File: config.mk
export PLATFORM = sky130hd
export DESIGN_NAME = cwgen_top
export DESIGN_NICKNAME = d
export VERILOG_FILES = /design/src/hw/cwgen_top.v /design/src/hw/cwgen_dead_band.v
export VERILOG_INCLUDE_DIRS = /design/src /design/src/hw
export SDC_FILE = /design/constraint.sdc
export NUM_CORES = 1
export LEC_CHECK = 0
export ABC_AREA = 1
export BUFFER_PORTS_ARGS = -buffer_cell sky130_fd_sc_hd__buf_2
export CAP_MARGIN = 10
export CELL_PAD_IN_SITES_DETAIL_PLACEMENT = 0
export CELL_PAD_IN_SITES_GLOBAL_PLACEMENT = 1
export CORE_MARGIN = 4
export CORE_UTILIZATION = 30
export CTS_CLUSTER_SIZE = 16
export DETAILED_ROUTE_END_ITERATION = 10
export PLACE_DENSITY = 0.58
export SYNTH_ARGS = -nofsm -noshare
export SYNTH_HDL_FRONTEND = slang
export SYNTH_HIERARCHICAL = 1
export SYNTH_SLANG_ARGS = --single-unit
File: constraint.sdc
create_clock -name core_clk -period 2.3 [get_ports core_clk]
set_clock_uncertainty 0.1 [all_clocks]
set_input_delay 0.115 -clock core_clk [delete_from_list [all_inputs] [get_ports core_clk]]
set_output_delay 0.115 -clock core_clk [all_outputs]
set_load 0.01 [all_outputs]
File: src/hw/cwgen_defines.vh
// Register offsets, field positions, reset values and mode codes of the waveform generator
`ifndef CWGEN_DEFINES_VH
`define CWGEN_DEFINES_VH

// Register byte addresses
`define CWGEN_ADDR_CTRL_MAIN    12'h000
`define CWGEN_ADDR_POLARITY     12'h004
`define CWGEN_ADDR_RISE_DB      12'h008
`define CWGEN_ADDR_FALL_DB      12'h00c
`define CWGEN_ADDR_SHDN_MAIN    12'h010
`define CWGEN_ADDR_SHDN_SRC     12'h014

// generator_control_main fields
`define CWGEN_EN_BIT            7
`define CWGEN_LD_BIT            6
`define CWGEN_MODE_HI           2
`define CWGEN_MODE_LO           0

// output_polarity_control fields
`define CWGEN_IN_BIT            5
`define CWGEN_POL_HI            3
`define CWGEN_POL_LO            0

// Dead-band value field
`define CWGEN_DB_HI             5
`define CWGEN_DB_LO             0

// shutdown_control_main fields
`define CWGEN_SHDN_BIT          7
`define CWGEN_REN_BIT           6
`define CWGEN_OVERRIDE_LEVEL_B_D_HI           5
`define CWGEN_OVERRIDE_LEVEL_B_D_LO           4
`define CWGEN_OVERRIDE_LEVEL_A_C_HI           3
`define CWGEN_OVERRIDE_LEVEL_A_C_LO           2

// Shutdown source enable field
`define CWGEN_SRC_HI            4
`define CWGEN_SRC_LO            0

// Reset values
`define CWGEN_RST_OVERRIDE_LEVEL_B_D          2'h1
`define CWGEN_RST_OVERRIDE_LEVEL_A_C          2'h1
`define CWGEN_RST_DB            6'h00

// Override level encodings
`define CWGEN_OVR_INACTIVE      2'h0
`define CWGEN_OVR_HIZ           2'h1
`define CWGEN_OVR_LOW           2'h2
`define CWGEN_OVR_HIGH          2'h3

// Mode encodings
`define CWGEN_MODE_STEER        3'h0
`define CWGEN_MODE_SSTEER       3'h1
`define CWGEN_MODE_FWD_FB       3'h2
`define CWGEN_MODE_REV_FB       3'h3
`define CWGEN_MODE_HALF         3'h4
`define CWGEN_MODE_PUSHPULL     3'h5

`endif

File: src/hw/cwgen_top.v
// APB-attached complementary waveform generator with dead band and auto-shutdown
// Summary of operation
// - Shutdown drives B/D from one override field, A/C from another, polarity only on the inactive choice.
// - Override 11 high, 10 low, 01 high impedance, 00 inactive after dead band.
// - Without auto-restart, clearing shutdown works only when selected active-low inputs are high.
// - After shutdown clears, overrides hold until the first rising input event.
// - With auto-restart, flag clears itself once all selected active-low sources are high.
// - Load strobe transfers buffered values at next input event, then self-clears.
// - Load strobe is set only when already enabled, never with the enable write.
// - Three-bit mode selects steering, sync steering, full-bridge, half-bridge, push-pull.
// - Read-only status bit shows the current generator input level.
// - Each output has a polarity bit that inverts it when set.
// - Six-bit rising dead-band value, kept across resets.
// - Six-bit falling dead-band value, kept across resets.
// - Hardware sets the shutdown flag whenever shutdown takes effect.
// - Shutdown flag may be written while disabled to force shutdown outputs.
// - Auto-restart bit selects automatic or software restart.
// - Dead band counts module clocks from zero up to the programmed value.
// - Dead-band values load immediately when disabled, else at next rising or falling input edge after strobe.
// - Without auto-restart, software shutdown persists while the flag stays set.
//
// Our own choices: the register offsets and the APB slave port.
`timescale 1ns/1ps
`include "cwgen_defines.vh"
module cwgen_top #(
    parameter DBW  = 6,
    parameter NSRC = 5
) (
    // Clock and reset
    input  wire            core_clk,
    input  wire            rst,
    // APB slave
    input  wire            psel,
    input  wire            penable,
    input  wire            pwrite,
    input  wire [11:0]     paddr,
    input  wire [31:0]     pwdata,
    output reg  [31:0]     prdata,
    output reg             pready,
    output reg             pslverr,
    // Generator input and shutdown sources (asynchronous)
    input  wire            wave_in,
    input  wire [NSRC-1:0] shdn_src_n,
    // Outputs A..D as data and enable
    output reg  [3:0]      out_q,
    output reg  [3:0]      out_oe_q
);

    // Synchronisers: first stage read only by second stage
    reg            in_s1_q, in_s2_q, in_s3_q;
    reg [NSRC-1:0] src_s1_q, src_s2_q;
    always @(posedge core_clk or posedge rst) begin
        if (rst) begin
            in_s1_q  <= 1'b0;
            in_s2_q  <= 1'b0;
            in_s3_q  <= 1'b0;
            src_s1_q <= {NSRC{1'b1}};
            src_s2_q <= {NSRC{1'b1}};
        end else begin
            in_s1_q  <= wave_in;
            in_s2_q  <= in_s1_q;
            in_s3_q  <= in_s2_q;
            src_s1_q <= shdn_src_n;
            src_s2_q <= src_s1_q;
        end
    end

    wire in_rise = in_s2_q & ~in_s3_q;
    wire in_fall = ~in_s2_q & in_s3_q;

    // Configuration registers
    reg           en_q, ld_q, ren_q, shdn_q, hold_q;
    reg [2:0]     mode_q;
    reg [3:0]     pol_q;
    reg [1:0]     override_level_b_d_q, override_level_a_c_q;
    reg [NSRC-1:0] src_en_q;
    reg [DBW-1:0] rdb_buf_q, fdb_buf_q, rdb_act_q, fdb_act_q;

    // APB decode: zero-wait access phase
    wire acc   = psel & penable;
    wire wr    = acc & pwrite;
    wire hit_c = (paddr == `CWGEN_ADDR_CTRL_MAIN);
    wire hit_p = (paddr == `CWGEN_ADDR_POLARITY);
    wire hit_r = (paddr == `CWGEN_ADDR_RISE_DB);
    wire hit_f = (paddr == `CWGEN_ADDR_FALL_DB);
    wire hit_s = (paddr == `CWGEN_ADDR_SHDN_MAIN);
    wire hit_x = (paddr == `CWGEN_ADDR_SHDN_SRC);
    wire hit   = hit_c | hit_p | hit_r | hit_f | hit_s | hit_x;

    // Any selected active-low source asserted
    wire src_active = |(~src_s2_q & src_en_q);
    wire mode_rsvd  = (mode_q > `CWGEN_MODE_PUSHPULL);

    // Control, polarity and shutdown source registers
    always @(posedge core_clk or posedge rst) begin
        if (rst) begin
            en_q     <= 1'b0;
            mode_q   <= `CWGEN_MODE_STEER;
            pol_q    <= 4'h0;
            src_en_q <= {NSRC{1'b0}};
        end else if (wr) begin
            if (hit_c) begin
                en_q   <= pwdata[`CWGEN_EN_BIT];
                mode_q <= pwdata[`CWGEN_MODE_HI:`CWGEN_MODE_LO];
            end
            if (hit_p)
                pol_q <= pwdata[`CWGEN_POL_HI:`CWGEN_POL_LO];
            if (hit_x)
                src_en_q <= pwdata[`CWGEN_SRC_HI:`CWGEN_SRC_LO];
        end
    end

    // Load strobe: set only if already enabled, cleared by hardware after transfer
    wire ld_set = wr & hit_c & pwdata[`CWGEN_LD_BIT] & en_q & pwdata[`CWGEN_EN_BIT];
    wire ld_xfer = ld_q & (in_rise | in_fall);
    always @(posedge core_clk or posedge rst) begin
        if (rst)
            ld_q <= 1'b0;
        else if (ld_set)
            ld_q <= 1'b1;
        else if (ld_xfer | ~en_q)
            ld_q <= 1'b0;
    end

    // Dead-band values survive reset: only a write or a load transfer touches them
    always @(posedge core_clk) begin
        if (wr & hit_r)
            rdb_buf_q <= pwdata[`CWGEN_DB_HI:`CWGEN_DB_LO];
        if (wr & hit_f)
            fdb_buf_q <= pwdata[`CWGEN_DB_HI:`CWGEN_DB_LO];
        if (wr & hit_r & ~en_q)
            rdb_act_q <= pwdata[`CWGEN_DB_HI:`CWGEN_DB_LO];
        else if (ld_xfer)
            rdb_act_q <= rdb_buf_q;
        if (wr & hit_f & ~en_q)
            fdb_act_q <= pwdata[`CWGEN_DB_HI:`CWGEN_DB_LO];
        else if (ld_xfer)
            fdb_act_q <= fdb_buf_q;
    end

    // Shutdown flag: hardware set beats software clear
    wire sw_clr = wr & hit_s & ~pwdata[`CWGEN_SHDN_BIT];
    wire sw_set = wr & hit_s & pwdata[`CWGEN_SHDN_BIT];
    always @(posedge core_clk or posedge rst) begin
        if (rst) begin
            shdn_q <= 1'b1;
            ren_q  <= 1'b0;
            override_level_b_d_q <= `CWGEN_RST_OVERRIDE_LEVEL_B_D;
            override_level_a_c_q <= `CWGEN_RST_OVERRIDE_LEVEL_A_C;
        end else begin
            if (wr & hit_s) begin
                ren_q  <= pwdata[`CWGEN_REN_BIT];
                override_level_b_d_q <= pwdata[`CWGEN_OVERRIDE_LEVEL_B_D_HI:`CWGEN_OVERRIDE_LEVEL_B_D_LO];
                override_level_a_c_q <= pwdata[`CWGEN_OVERRIDE_LEVEL_A_C_HI:`CWGEN_OVERRIDE_LEVEL_A_C_LO];
            end
            if (src_active | sw_set)
                shdn_q <= 1'b1;
            else if (ren_q)
                shdn_q <= 1'b0;
            else if (sw_clr)
                shdn_q <= 1'b0;
        end
    end

    // Overrides persist from shutdown until the first rising input edge
    always @(posedge core_clk or posedge rst) begin
        if (rst)
            hold_q <= 1'b1;
        else if (shdn_q)
            hold_q <= 1'b1;
        else if (in_rise)
            hold_q <= 1'b0;
    end

    // Dead-band timers on the rising and falling edges
    wire rdb_done, fdb_done;
    cwgen_dead_band #(.WIDTH(DBW)) u_rise_db (
        .core_clk (core_clk),
        .rst      (rst),
        .start    (in_rise),
        .limit    (rdb_act_q),
        .done_q   (rdb_done)
    );
    cwgen_dead_band #(.WIDTH(DBW)) u_fall_db (
        .core_clk (core_clk),
        .rst      (rst),
        .start    (in_fall),
        .limit    (fdb_act_q),
        .done_q   (fdb_done)
    );

    // Done flags are stale in the edge cycle itself; masking them stops a pulse ahead of the dead band
    wire rdb_ok = rdb_done & ~in_rise;
    wire fdb_ok = fdb_done & ~in_fall;

    // Direction latched at a rising edge for the full-bridge modes
    reg rev_q;
    always @(posedge core_clk or posedge rst) begin
        if (rst)
            rev_q <= 1'b0;
        else if (in_rise)
            rev_q <= mode_q[0];
    end

    // Push-pull phase toggles on each rising edge
    reg pp_q;
    always @(posedge core_clk or posedge rst) begin
        if (rst)
            pp_q <= 1'b0;
        else if (in_rise)
            pp_q <= ~pp_q;
    end

    // Raw waveform per mode before polarity, order D C B A
    reg [3:0] raw;
    always @* begin
        raw = 4'h0;
        case (mode_q)
            `CWGEN_MODE_STEER, `CWGEN_MODE_SSTEER: raw = {4{in_s2_q}};
            `CWGEN_MODE_FWD_FB:   raw = {in_s2_q & fdb_done, 1'b0, 1'b0, ~rev_q};
            `CWGEN_MODE_REV_FB:   raw = {1'b0, rev_q, in_s2_q & rdb_done, 1'b0};
            `CWGEN_MODE_HALF:     raw = {~in_s2_q & fdb_ok, in_s2_q & rdb_ok,
                                         ~in_s2_q & fdb_ok, in_s2_q & rdb_ok};
            `CWGEN_MODE_PUSHPULL: raw = {in_s2_q & ~pp_q, in_s2_q & pp_q, in_s2_q & ~pp_q, in_s2_q & pp_q};
            default:              raw = 4'h0;
        endcase
    end

    // Override level of one output; polarity only on the inactive choice
    function [1:0] cwgen_ovr;
        input [1:0] sel;
        input       pol;
        input       db_done;
        begin
            case (sel)
                `CWGEN_OVR_HIGH:     cwgen_ovr = 2'h3;
                `CWGEN_OVR_LOW:      cwgen_ovr = 2'h2;
                `CWGEN_OVR_HIZ:      cwgen_ovr = 2'h0;
                default:             cwgen_ovr = {db_done, pol};
            endcase
        end
    endfunction

    // Output drive: override while disabled, shut down, held or reserved mode
    wire      force_ovr = ~en_q | shdn_q | hold_q | mode_rsvd;
    wire      db_all    = rdb_done & fdb_done;
    reg [3:0] nxt_out, nxt_oe;
    reg [1:0] ov;
    integer   i;
    always @* begin
        nxt_out = 4'h0;
        nxt_oe  = 4'h0;
        ov      = 2'h0;
        for (i = 0; i < 4; i = i + 1) begin
            if (force_ovr) begin
                ov = cwgen_ovr((i % 2 == 1) ? override_level_b_d_q : override_level_a_c_q, pol_q[i], db_all);
                nxt_out[i] = ov[0];
                nxt_oe[i]  = ov[1];
            end else begin
                nxt_out[i] = raw[i] ^ pol_q[i];
                nxt_oe[i]  = 1'b1;
            end
        end
    end

    always @(posedge core_clk or posedge rst) begin
        if (rst) begin
            out_q    <= 4'h0;
            out_oe_q <= 4'h0;
        end else begin
            out_q    <= nxt_out;
            out_oe_q <= nxt_oe;
        end
    end

    // APB read mux and answer
    reg [31:0] rd;
    always @* begin
        rd = 32'h0;
        if (hit_c) rd[7:0] = {en_q, ld_q, 3'h0, mode_q};
        if (hit_p) rd[7:0] = {2'h0, in_s2_q, 1'h0, pol_q};
        if (hit_r) rd[7:0] = {2'h0, rdb_buf_q};
        if (hit_f) rd[7:0] = {2'h0, fdb_buf_q};
        if (hit_s) rd[7:0] = {shdn_q, ren_q, override_level_b_d_q, override_level_a_c_q, 2'h0};
        if (hit_x) rd[NSRC-1:0] = src_en_q;
    end

    always @(posedge core_clk or posedge rst) begin
        if (rst) begin
            prdata  <= 32'h0;
            pready  <= 1'b0;
            pslverr <= 1'b0;
        end else begin
            pready  <= psel & ~penable;
            pslverr <= psel & ~penable & ~hit;
            if (psel & ~penable & ~pwrite)
                prdata <= rd;
        end
    end

endmodule // cwgen_top

File: src/hw/cwgen_dead_band.v
// Dead-band counter: counts module clocks from zero up to a programmed value
`timescale 1ns/1ps
module cwgen_dead_band #(
    parameter WIDTH = 6
) (
    // Clock and reset
    input  wire             core_clk,
    input  wire             rst,
    // Control
    input  wire             start,
    input  wire [WIDTH-1:0] limit,
    // Status
    output reg              done_q
);

    reg [WIDTH-1:0] count_q;
    reg             busy_q;

    // Restart on every start pulse; done holds until the next start
    always @(posedge core_clk or posedge rst) begin
        if (rst) begin
            count_q <= {WIDTH{1'b0}};
            busy_q  <= 1'b0;
            done_q  <= 1'b1;
        end else if (start) begin
            count_q <= {WIDTH{1'b0}};
            busy_q  <= (limit != {WIDTH{1'b0}});
            done_q  <= (limit == {WIDTH{1'b0}});
        end else if (busy_q) begin
            if (count_q + 1'b1 >= limit) begin
                busy_q <= 1'b0;
                done_q <= 1'b1;
            end
            count_q <= count_q + 1'b1;
        end
    end

endmodule // cwgen_dead_band

==> results of run 1 <==
cell type report:
class	count	share of cell area (%)
inverter	90	5.821
tap	216	4.657
sequential	92	42.09
clock buffer	9	3.881
timing repair buffer	69	7.589
clock inverter	7	1.186
multi-input combinational	390	34.78
power groups by stage:
stage	Combinational, mW	Clock, mW	Sequential [mW]
after floorplan	0.466	0	1.95
after global placement	0.621	0	1.97
after detailed placement	0.635	0	1.97
after CTS	0.659	1.53	1.94
after global routing	0.773	1.60	1.96
final	0.643	1.49	1.94
critical path: cells and delay by family, from the launching register on:
family | cells | cell delay, ns
AOI/OAI and AO/OA | 1 | 0.13
xor gates and xnor gates | 1 | 0.20
adders and majority gates | 2 | 0.52
buffers and inverters | 2 | 0.12
DFF | 1 | 0.44
and+or+nand+nor | 6 | 0.46
kinds of logic after synthesis:
kind of cell / Yosys count
other cells: 1
compound gates: 75
xor+xnor: 7
buf+inv: 118
fa+ha+maj: 16
simple gates: 268
flops: 92
flip-flops by register name, summed over array words and instances (netlist names), 2 cells and up:
| signal | cells |
|---|---|
| fdb_act_q | 6 |
| fdb_buf_q | 6 |
| mode_q | 3 |
| out_oe_q | 2 |
| out_q | 4 |
| override_level_a_c_q | 2 |
| override_level_b_d_q | 2 |
| pol_q | 4 |
| prdata | 8 |
| rdb_act_q | 6 |
| rdb_buf_q | 6 |
| src_en_q | 5 |
| src_s1_q | 5 |
| src_s2_q | 5 |
| u_fall_db/count_q | 6 |
| u_rise_db/count_q | 6 |
synth_stat cells, drive strengths merged:
cell,instances,area (um2)
nand2,166,655.6
inv,89,334.1
o21ai,57,330.3
dfrtp,52,1301
nor2,46,244.0
nand3,35,190.2
buf,28,217.7
edfxtp,24,720.7
dfstp,16,420.4
ha,16,200.2
nor3,8,51.30
a21oi,7,35.03
nand4,6,37.54
o22ai,5,31.28
or2,5,31.28
xor2,5,43.79
a22o,2,17.52
and2,2,12.51
o21a,2,15.01
xnor2,2,17.52
a211oi,1,7.510
clkinv,1,3.750
conb,1,3.750
o211ai,1,7.510
layer usage:
layer | vias up | routed length [um]
li1 | 1951 | -
met1 | 1669 | 5734
met2 | 82 | 5469
met3 | 17 | 474
met4 | 0 | 225
met5 | - | 0
layout by cell type (no fill, tap or decap), drive strengths merged:
cell / netlist / layout
a211oi: 1 / 1
a21oi: 7 / 7
a22o: 2 / 2
and2: 2 / 2
buf: 28 / 52
clkbuf: 0 / 9
clkinv: 1 / 3
conb: 1 / 24
dfrtp: 52 / 52
dfstp: 16 / 16
dlygate4sd3: 0 / 17
edfxtp: 24 / 24
ha: 16 / 16
inv: 89 / 94
nand2: 166 / 166
nand3: 35 / 35
nand4: 6 / 6
nor2: 46 / 46
nor3: 8 / 8
o211ai: 1 / 1
o21a: 2 / 2
o21ai: 57 / 57
o22ai: 5 / 5
or2: 5 / 5
xnor2: 2 / 2
xor2: 5 / 5
how the worst max path moves through the flow:
stage | slack (ns) | start | to | cells past startpoint
floorplan | 0.47 | u_fall_db/count_q[0] | u_fall_db/done_q | 12
global placement | 0.31 | u_fall_db/count_q[0] | u_fall_db/done_q | 12
detailed placement | 0.29 | paddr[7] | fdb_act_q[3] | 8
CTS | 0.27 | u_fall_db/count_q[0] | u_fall_db/done_q | 12
global route | 0.04 | u_rise_db/count_q[0] | u_rise_db/done_q | 12
finish | 0.28 | u_fall_db/count_q[0] | u_fall_db/done_q | 12
metrics by stage:
| stage | total power, mW | util (%) |
|---|---|---|
| global placement | 2.586 | 33.37 |
| CTS | 4.135 | 36.27 |
| finish | 4.076 | 36.27 |
| global route | 4.339 | 36.27 |
| floorplan | 2.419 | - |
| detailed placement | 2.606 | 33.37 |
==> run summary, run 1 <==
Total Wirelength - 11900 um
Largest net degree at the start of global routing - 53
Reg2reg path depth - 12
Final Max Slew Viols - 0
MaxCap Viol Count - 0
Via density - 4.260
Synth Area in Compound Gates - 9.010%
HP Class - in -> reg
Root buf cell - clkbuf_16
WP data arrival - 2.21 ns
CTS tree - done
Hold path depth - 5
Worst-path clk slew - 0.07 ns
Largest family of logic cells by synthesized area - simple AND/OR/NAND/NOR gates
Clock power share - 36.6%
Synth Area in Adders - 4.061%
Reg-to-reg startpoint - u_fall_db/count_q[0]
Post-Synthesis Cells - 577
R2r endpoint - u_fall_db/done_q
Row count - 46
Min-delay src - psel
Number of DRC markers in iteration 0 - 256
Worst reg2reg setup slack - 0.28 ns
DP HPWL - 9291 um
Logic pwr share - 15.8%
Synth Area in XOR/XNOR - 1.244%
Max clock buf depth - 2
Synth-to-layout area growth - 17.72%
Final Critical Period - 2.020 ns
P_leak - 2.901 nW
Slew of the pin with the lowest slew margin - 0.6721 ns
Sequential share of power - 47.6%
Crit path launch type - register
Initial Utilization - 30.81%
CP required - 2.49 ns
Post-Synth Simple-Gate Area - 24.80%
# IOs - 97
Wirelength per Cell - 13.64 um
Ant diodes - 0
Via Count - 3719
DIE AREA - 18550 um2
Post-cts hold buffer count - 17
Slowest-stage cell, CP - dfrtp_1
Final Instance Area - 5803 um2
Max incr delay on CP - 0.44 ns
Cts repair resizes - 0
Gr ovfl total - 0
Placed Cells - 840
Switch share - 30.31%
Met1 usage - 18.34%
Post-CTS Setup Inserts - 0
M3 GR Usage - 3.516%
Worst setup EP type - register
Gr usage total - 13.76%
Sum of negative setup slack - 0 ns
FF+latch area - 2442 um2
Internal power - 2.841 mW
Hold Vio Cnt, Final - 0
Buffers on Ports - 48
Crit-path max FO - 5
Synth Warn # - 6
H-tree depth - 3
Non-Filler Instances - 873
Cells along the critical path - ha_1, nand3_1, xor2_1, inv_1, ha_1, nand2_1, inv_1, a21oi_1, nand2_1, nand2_1, nand2_1, nand2_1
GR Layer Usage met2 - 21.90%
Core footprint - 16000 um2
Sw power - 1.235 mW
P per Cell Area - 702.4 nW/um2
1st-pass router iterations - 4
RSZ-0062 raised after global routing - false
Fmax - 0.4952 GHz
Number of global-route vias before repair - 3779
Crit path kind - reg -> reg
VDD IR max - 0.3470 mV
Mean post-synth cell area - 8.544 um2
Multi-input gate area - 2018 um2
PnR worst setup slack - 0.2804 ns
First-pass GRT wire length - 19670 um
CTS sink count - 92
Total CTS buffers - 9
Placer Congestion - 0.8457
Seq/Total Area, Yosys - 49.54%
Fillers - 1700
Share of layout cells above drive strength 1 - 21.00%
Post-route antenna net violation count - 0
Distinct cells, synth - 36
Worst path most repeated cell - nand2_1
Layout Nets - 723
Final setup viols - 0
Die X - 136.2 um
Area after DPL - 5339 um2
Clock latency on the worst-skew pair - 0.35 ns
Status - completed
Placement Setup Slack - 0.2920 ns
Gr busiest metal - met2
Period utilization - 87.81%
Hold worst-path end - pslverr
Hold_ws - 0.05859 ns
Initial antenna violation count - 0
Die height - 136.2 um
Mux cell area share after synthesis - 0%
# DRC - 0
Worst slew margin - 55.20%
#FFs+latches synth - 92
Synthesized area - 4930 um2
No activity file was read; power rests on OpenSTA's default activity.
==> run 2: changes to the inputs <==
--- a/config.mk
+++ b/config.mk
@@ -18,5 +18,4 @@
 export PLACE_DENSITY = 0.58
 export SYNTH_ARGS = -nofsm -noshare
 export SYNTH_HDL_FRONTEND = slang
-export SYNTH_HIERARCHICAL = 1
 export SYNTH_SLANG_ARGS = --single-unit
==> run summary, run 2 <==
Wirelength per Cell - 14.30 um
DIE AREA - 18620 um2
Period utilization - 90.06%
Max incr delay on CP - 0.44 ns
Worst reg2reg setup slack - 0.23 ns
Crit path launch type - register
Area leader, netlist - dfrtp_1
Total Wirelength - 12080 um
P_leak - 2.845 nW
Clock power share - 34.4%
Final Max Slew Viols - 0
Buffers on Ports - 48
CTS tree - done
Logic pwr share - 15.9%
Slew of the pin with the lowest slew margin - 0.5594 ns
Hold worst-path end - pslverr
DP HPWL - 9405 um
Sequential share of power - 49.6%
CP top delay family - adder cells
Clock latency on the worst-skew pair - 0.34 ns
CP bufs+invs - 1
Cells along the critical path - ha_1, nand3_1, xor2_1, inv_1, ha_1, nand2_1, o21a_1, nand4_1, nand2_1, a21boi_0
Dominant cells by area after synthesis - dfrtp_1 (26%), edfxtp_1 (15%), nand2_1 (8.6%), dfstp_2 (8.5%), inv_1 (5.5%)
Worst-path clk slew - 0.06 ns
Post-route antenna net violation count - 0
Worst setup EP type - register
Levels on crit path - 10
Top post-synthesis cells by count - nand2_1 (114), inv_1 (72), dfrtp_1 (52), nand3_1 (38), nor2_1 (30)
Share of layout cells above drive strength 1 - 22.58%
HP Class - in -> reg
Min-delay src - psel
Core footprint - 16000 um2
Max clock buf depth - 2
Area after DPL - 5365 um2
Switch share - 27.46%
Reg-to-reg startpoint - u_fall_db.count_q[0]
RSZ-0062 raised after global routing - false
Commonest non-fill, non-tap cell in the layout - nand2_1
Crit-path max FO - 5
Max FFs per register - 8
Final Power - 3.818 mW
Initial Utilization - 30.94%
WP data arrival - 2.23 ns
Root buf cell - clkbuf_16
Count leader, synth - nand2_1
Synth-to-layout area growth - 17.01%
First-pass GRT wire length - 19530 um
Sum of negative setup slack - 0 ns
VDD IR max - 0.3449 mV
Distinct cells, synth - 43
Most frequent cells in the layout - nand2_1 (114), inv_1 (71), dfrtp_1 (51)
Hold path depth - 5
Placed Cells - 812
Via Count - 3710
Non-Filler Instances - 845
Post-CTS Setup Inserts - 0
#FFs+latches synth - 92
R2r endpoint - u_fall_db.done_q
Worst slew margin - 62.65%
Total CTS buffers - 9
Hold_ws - 0.04743 ns
Synth Warn # - 0
Initial antenna violation count - 0
Status - completed
Via density - 4.391
Final setup viols - 0
H-tree depth - 3
Ant diodes - 0
Asr flop ratio synth - 73.91%
CP required - 2.46 ns
Seq/Total Area, Yosys - 49.34%
Post-Synthesis Cells - 550
Die X - 136.5 um
Placer Congestion - 0.8782
# DRC - 0
MaxCap Viol Count - 0
Die height - 136.5 um
Reg2reg path depth - 10
Slowest-stage cell, CP - dfrtp_2
Fmax - 0.4828 GHz
Ys flop type - dfrtp_1
Layout Nets - 695
PnR worst setup slack - 0.2287 ns
Synthesized area - 4950 um2
Number of global-route vias before repair - 3686
Placement Setup Slack - 0.2389 ns
Final Util - 36.20%
Mean post-synth cell area - 9.000 um2
1st-pass router iterations - 5
Gr ovfl total - 0
Hold Vio Cnt, Final - 0
Largest net degree at the start of global routing - 44
Internal power - 2.770 mW
CTS sink count - 92
Yosys top cell area share - 26.29%
Sw power - 1.049 mW
Crit path kind - reg -> reg
Top register by number of flip-flops - prdata
Final Critical Period - 2.071 ns
Number of DRC markers in iteration 0 - 161
P per Cell Area - 659.3 nW/um2
Final Instance Area - 5792 um2
# IOs - 97
Post-synth EDFFs - 24
Gr usage total - 13.81%
Row count - 46
-- run 2: changes by cell type in the layout (fill, tap and decap cells not counted), sizes merged, moves of 4 or more --
cell	change
nand2	-40
inv	-13
nand4	+11
nand3	+9
o21ai	-9
clkbuf	+5
nor2	-5
a21oi	+4
buf	+4
nor3	-4
xor2	+4
-- run 2: worst register-to-register path: stages, from the launching register on --
cell and delay [ns]:
dfrtp_2 0.44, ha_1 0.23, nand3_1 0.11, xor2_1 0.21, inv_1 0.07, ha_1 0.27
nand2_1 0.06, o21a_1 0.19, nand4_1 0.10, nand2_1 0.06, a21boi_0 0.17
-- run 2: kinds of logic (layout without fill, tap and decap cells) --
logic type,count (synthesis),count (layout),synth area share (%)
buffers and inverters,114,170,11.32
DFF,92,92,49.34
adders and majority gates,16,16,4.044
and+or+nand+nor,239,239,23.61
AOI/OAI and AO/OA,79,79,10.01
xor gates and xnor gates,9,9,1.593
other,1,24,0.07576
-- run 2: cell type report --
cell class	instances	area, um2
Tap cell	216	270.3
Timing Repair Buffer	73	483.0
Sequential cell	92	2444
Multi-Input combinational cell	367	2033
Inverter	81	306.5
Fill cell	1703	10210
Clock buffer	14	244.0
Clock inverter	2	11.26
-- run 2: worst max path at each step --
stage / slack, ns / from / to
after CTS: 0.19 / u_fall_db.count_q[0] / u_fall_db.done_q
after global routing: 0.02 / u_fall_db.count_q[2] / u_fall_db.done_q
after detailed placement: 0.24 / u_fall_db.count_q[0] / u_fall_db.done_q
final: 0.23 / u_fall_db.count_q[0] / u_fall_db.done_q
after global placement: 0.26 / u_fall_db.count_q[0] / u_fall_db.done_q
after floorplan: 0.40 / rst / en_q
-- run 2: power by group through the flow --
| stage | sequential (mW) | clock (mW) | combinational (mW) |
|---|---|---|---|
| floorplan | 1.91 | 0 | 0.439 |
| global placement | 1.92 | 0 | 0.580 |
| detailed placement | 1.92 | 0 | 0.595 |
| CTS | 1.89 | 1.38 | 0.620 |
| global route | 1.91 | 1.45 | 0.720 |
| finish | 1.90 | 1.32 | 0.608 |
-- run 2: layer usage --
metal	global-route usage (%)	wire [um]	up-vias
met4	4.535	139	0
met2	22.07	5643	71
li1	-	-	1902
met3	2.406	387	10
met5	0	0	-
met1	19.02	5910	1727
-- run 2: repair_timing --
| action | in CTS | in global routing |
|---|---|---|
| hold endpoints to repair | 40 | 0 |
| setup endpoints to repair | 0 | 1 |
| resized for setup | 0 | 1 |
| hold buffers | 17 | 0 |
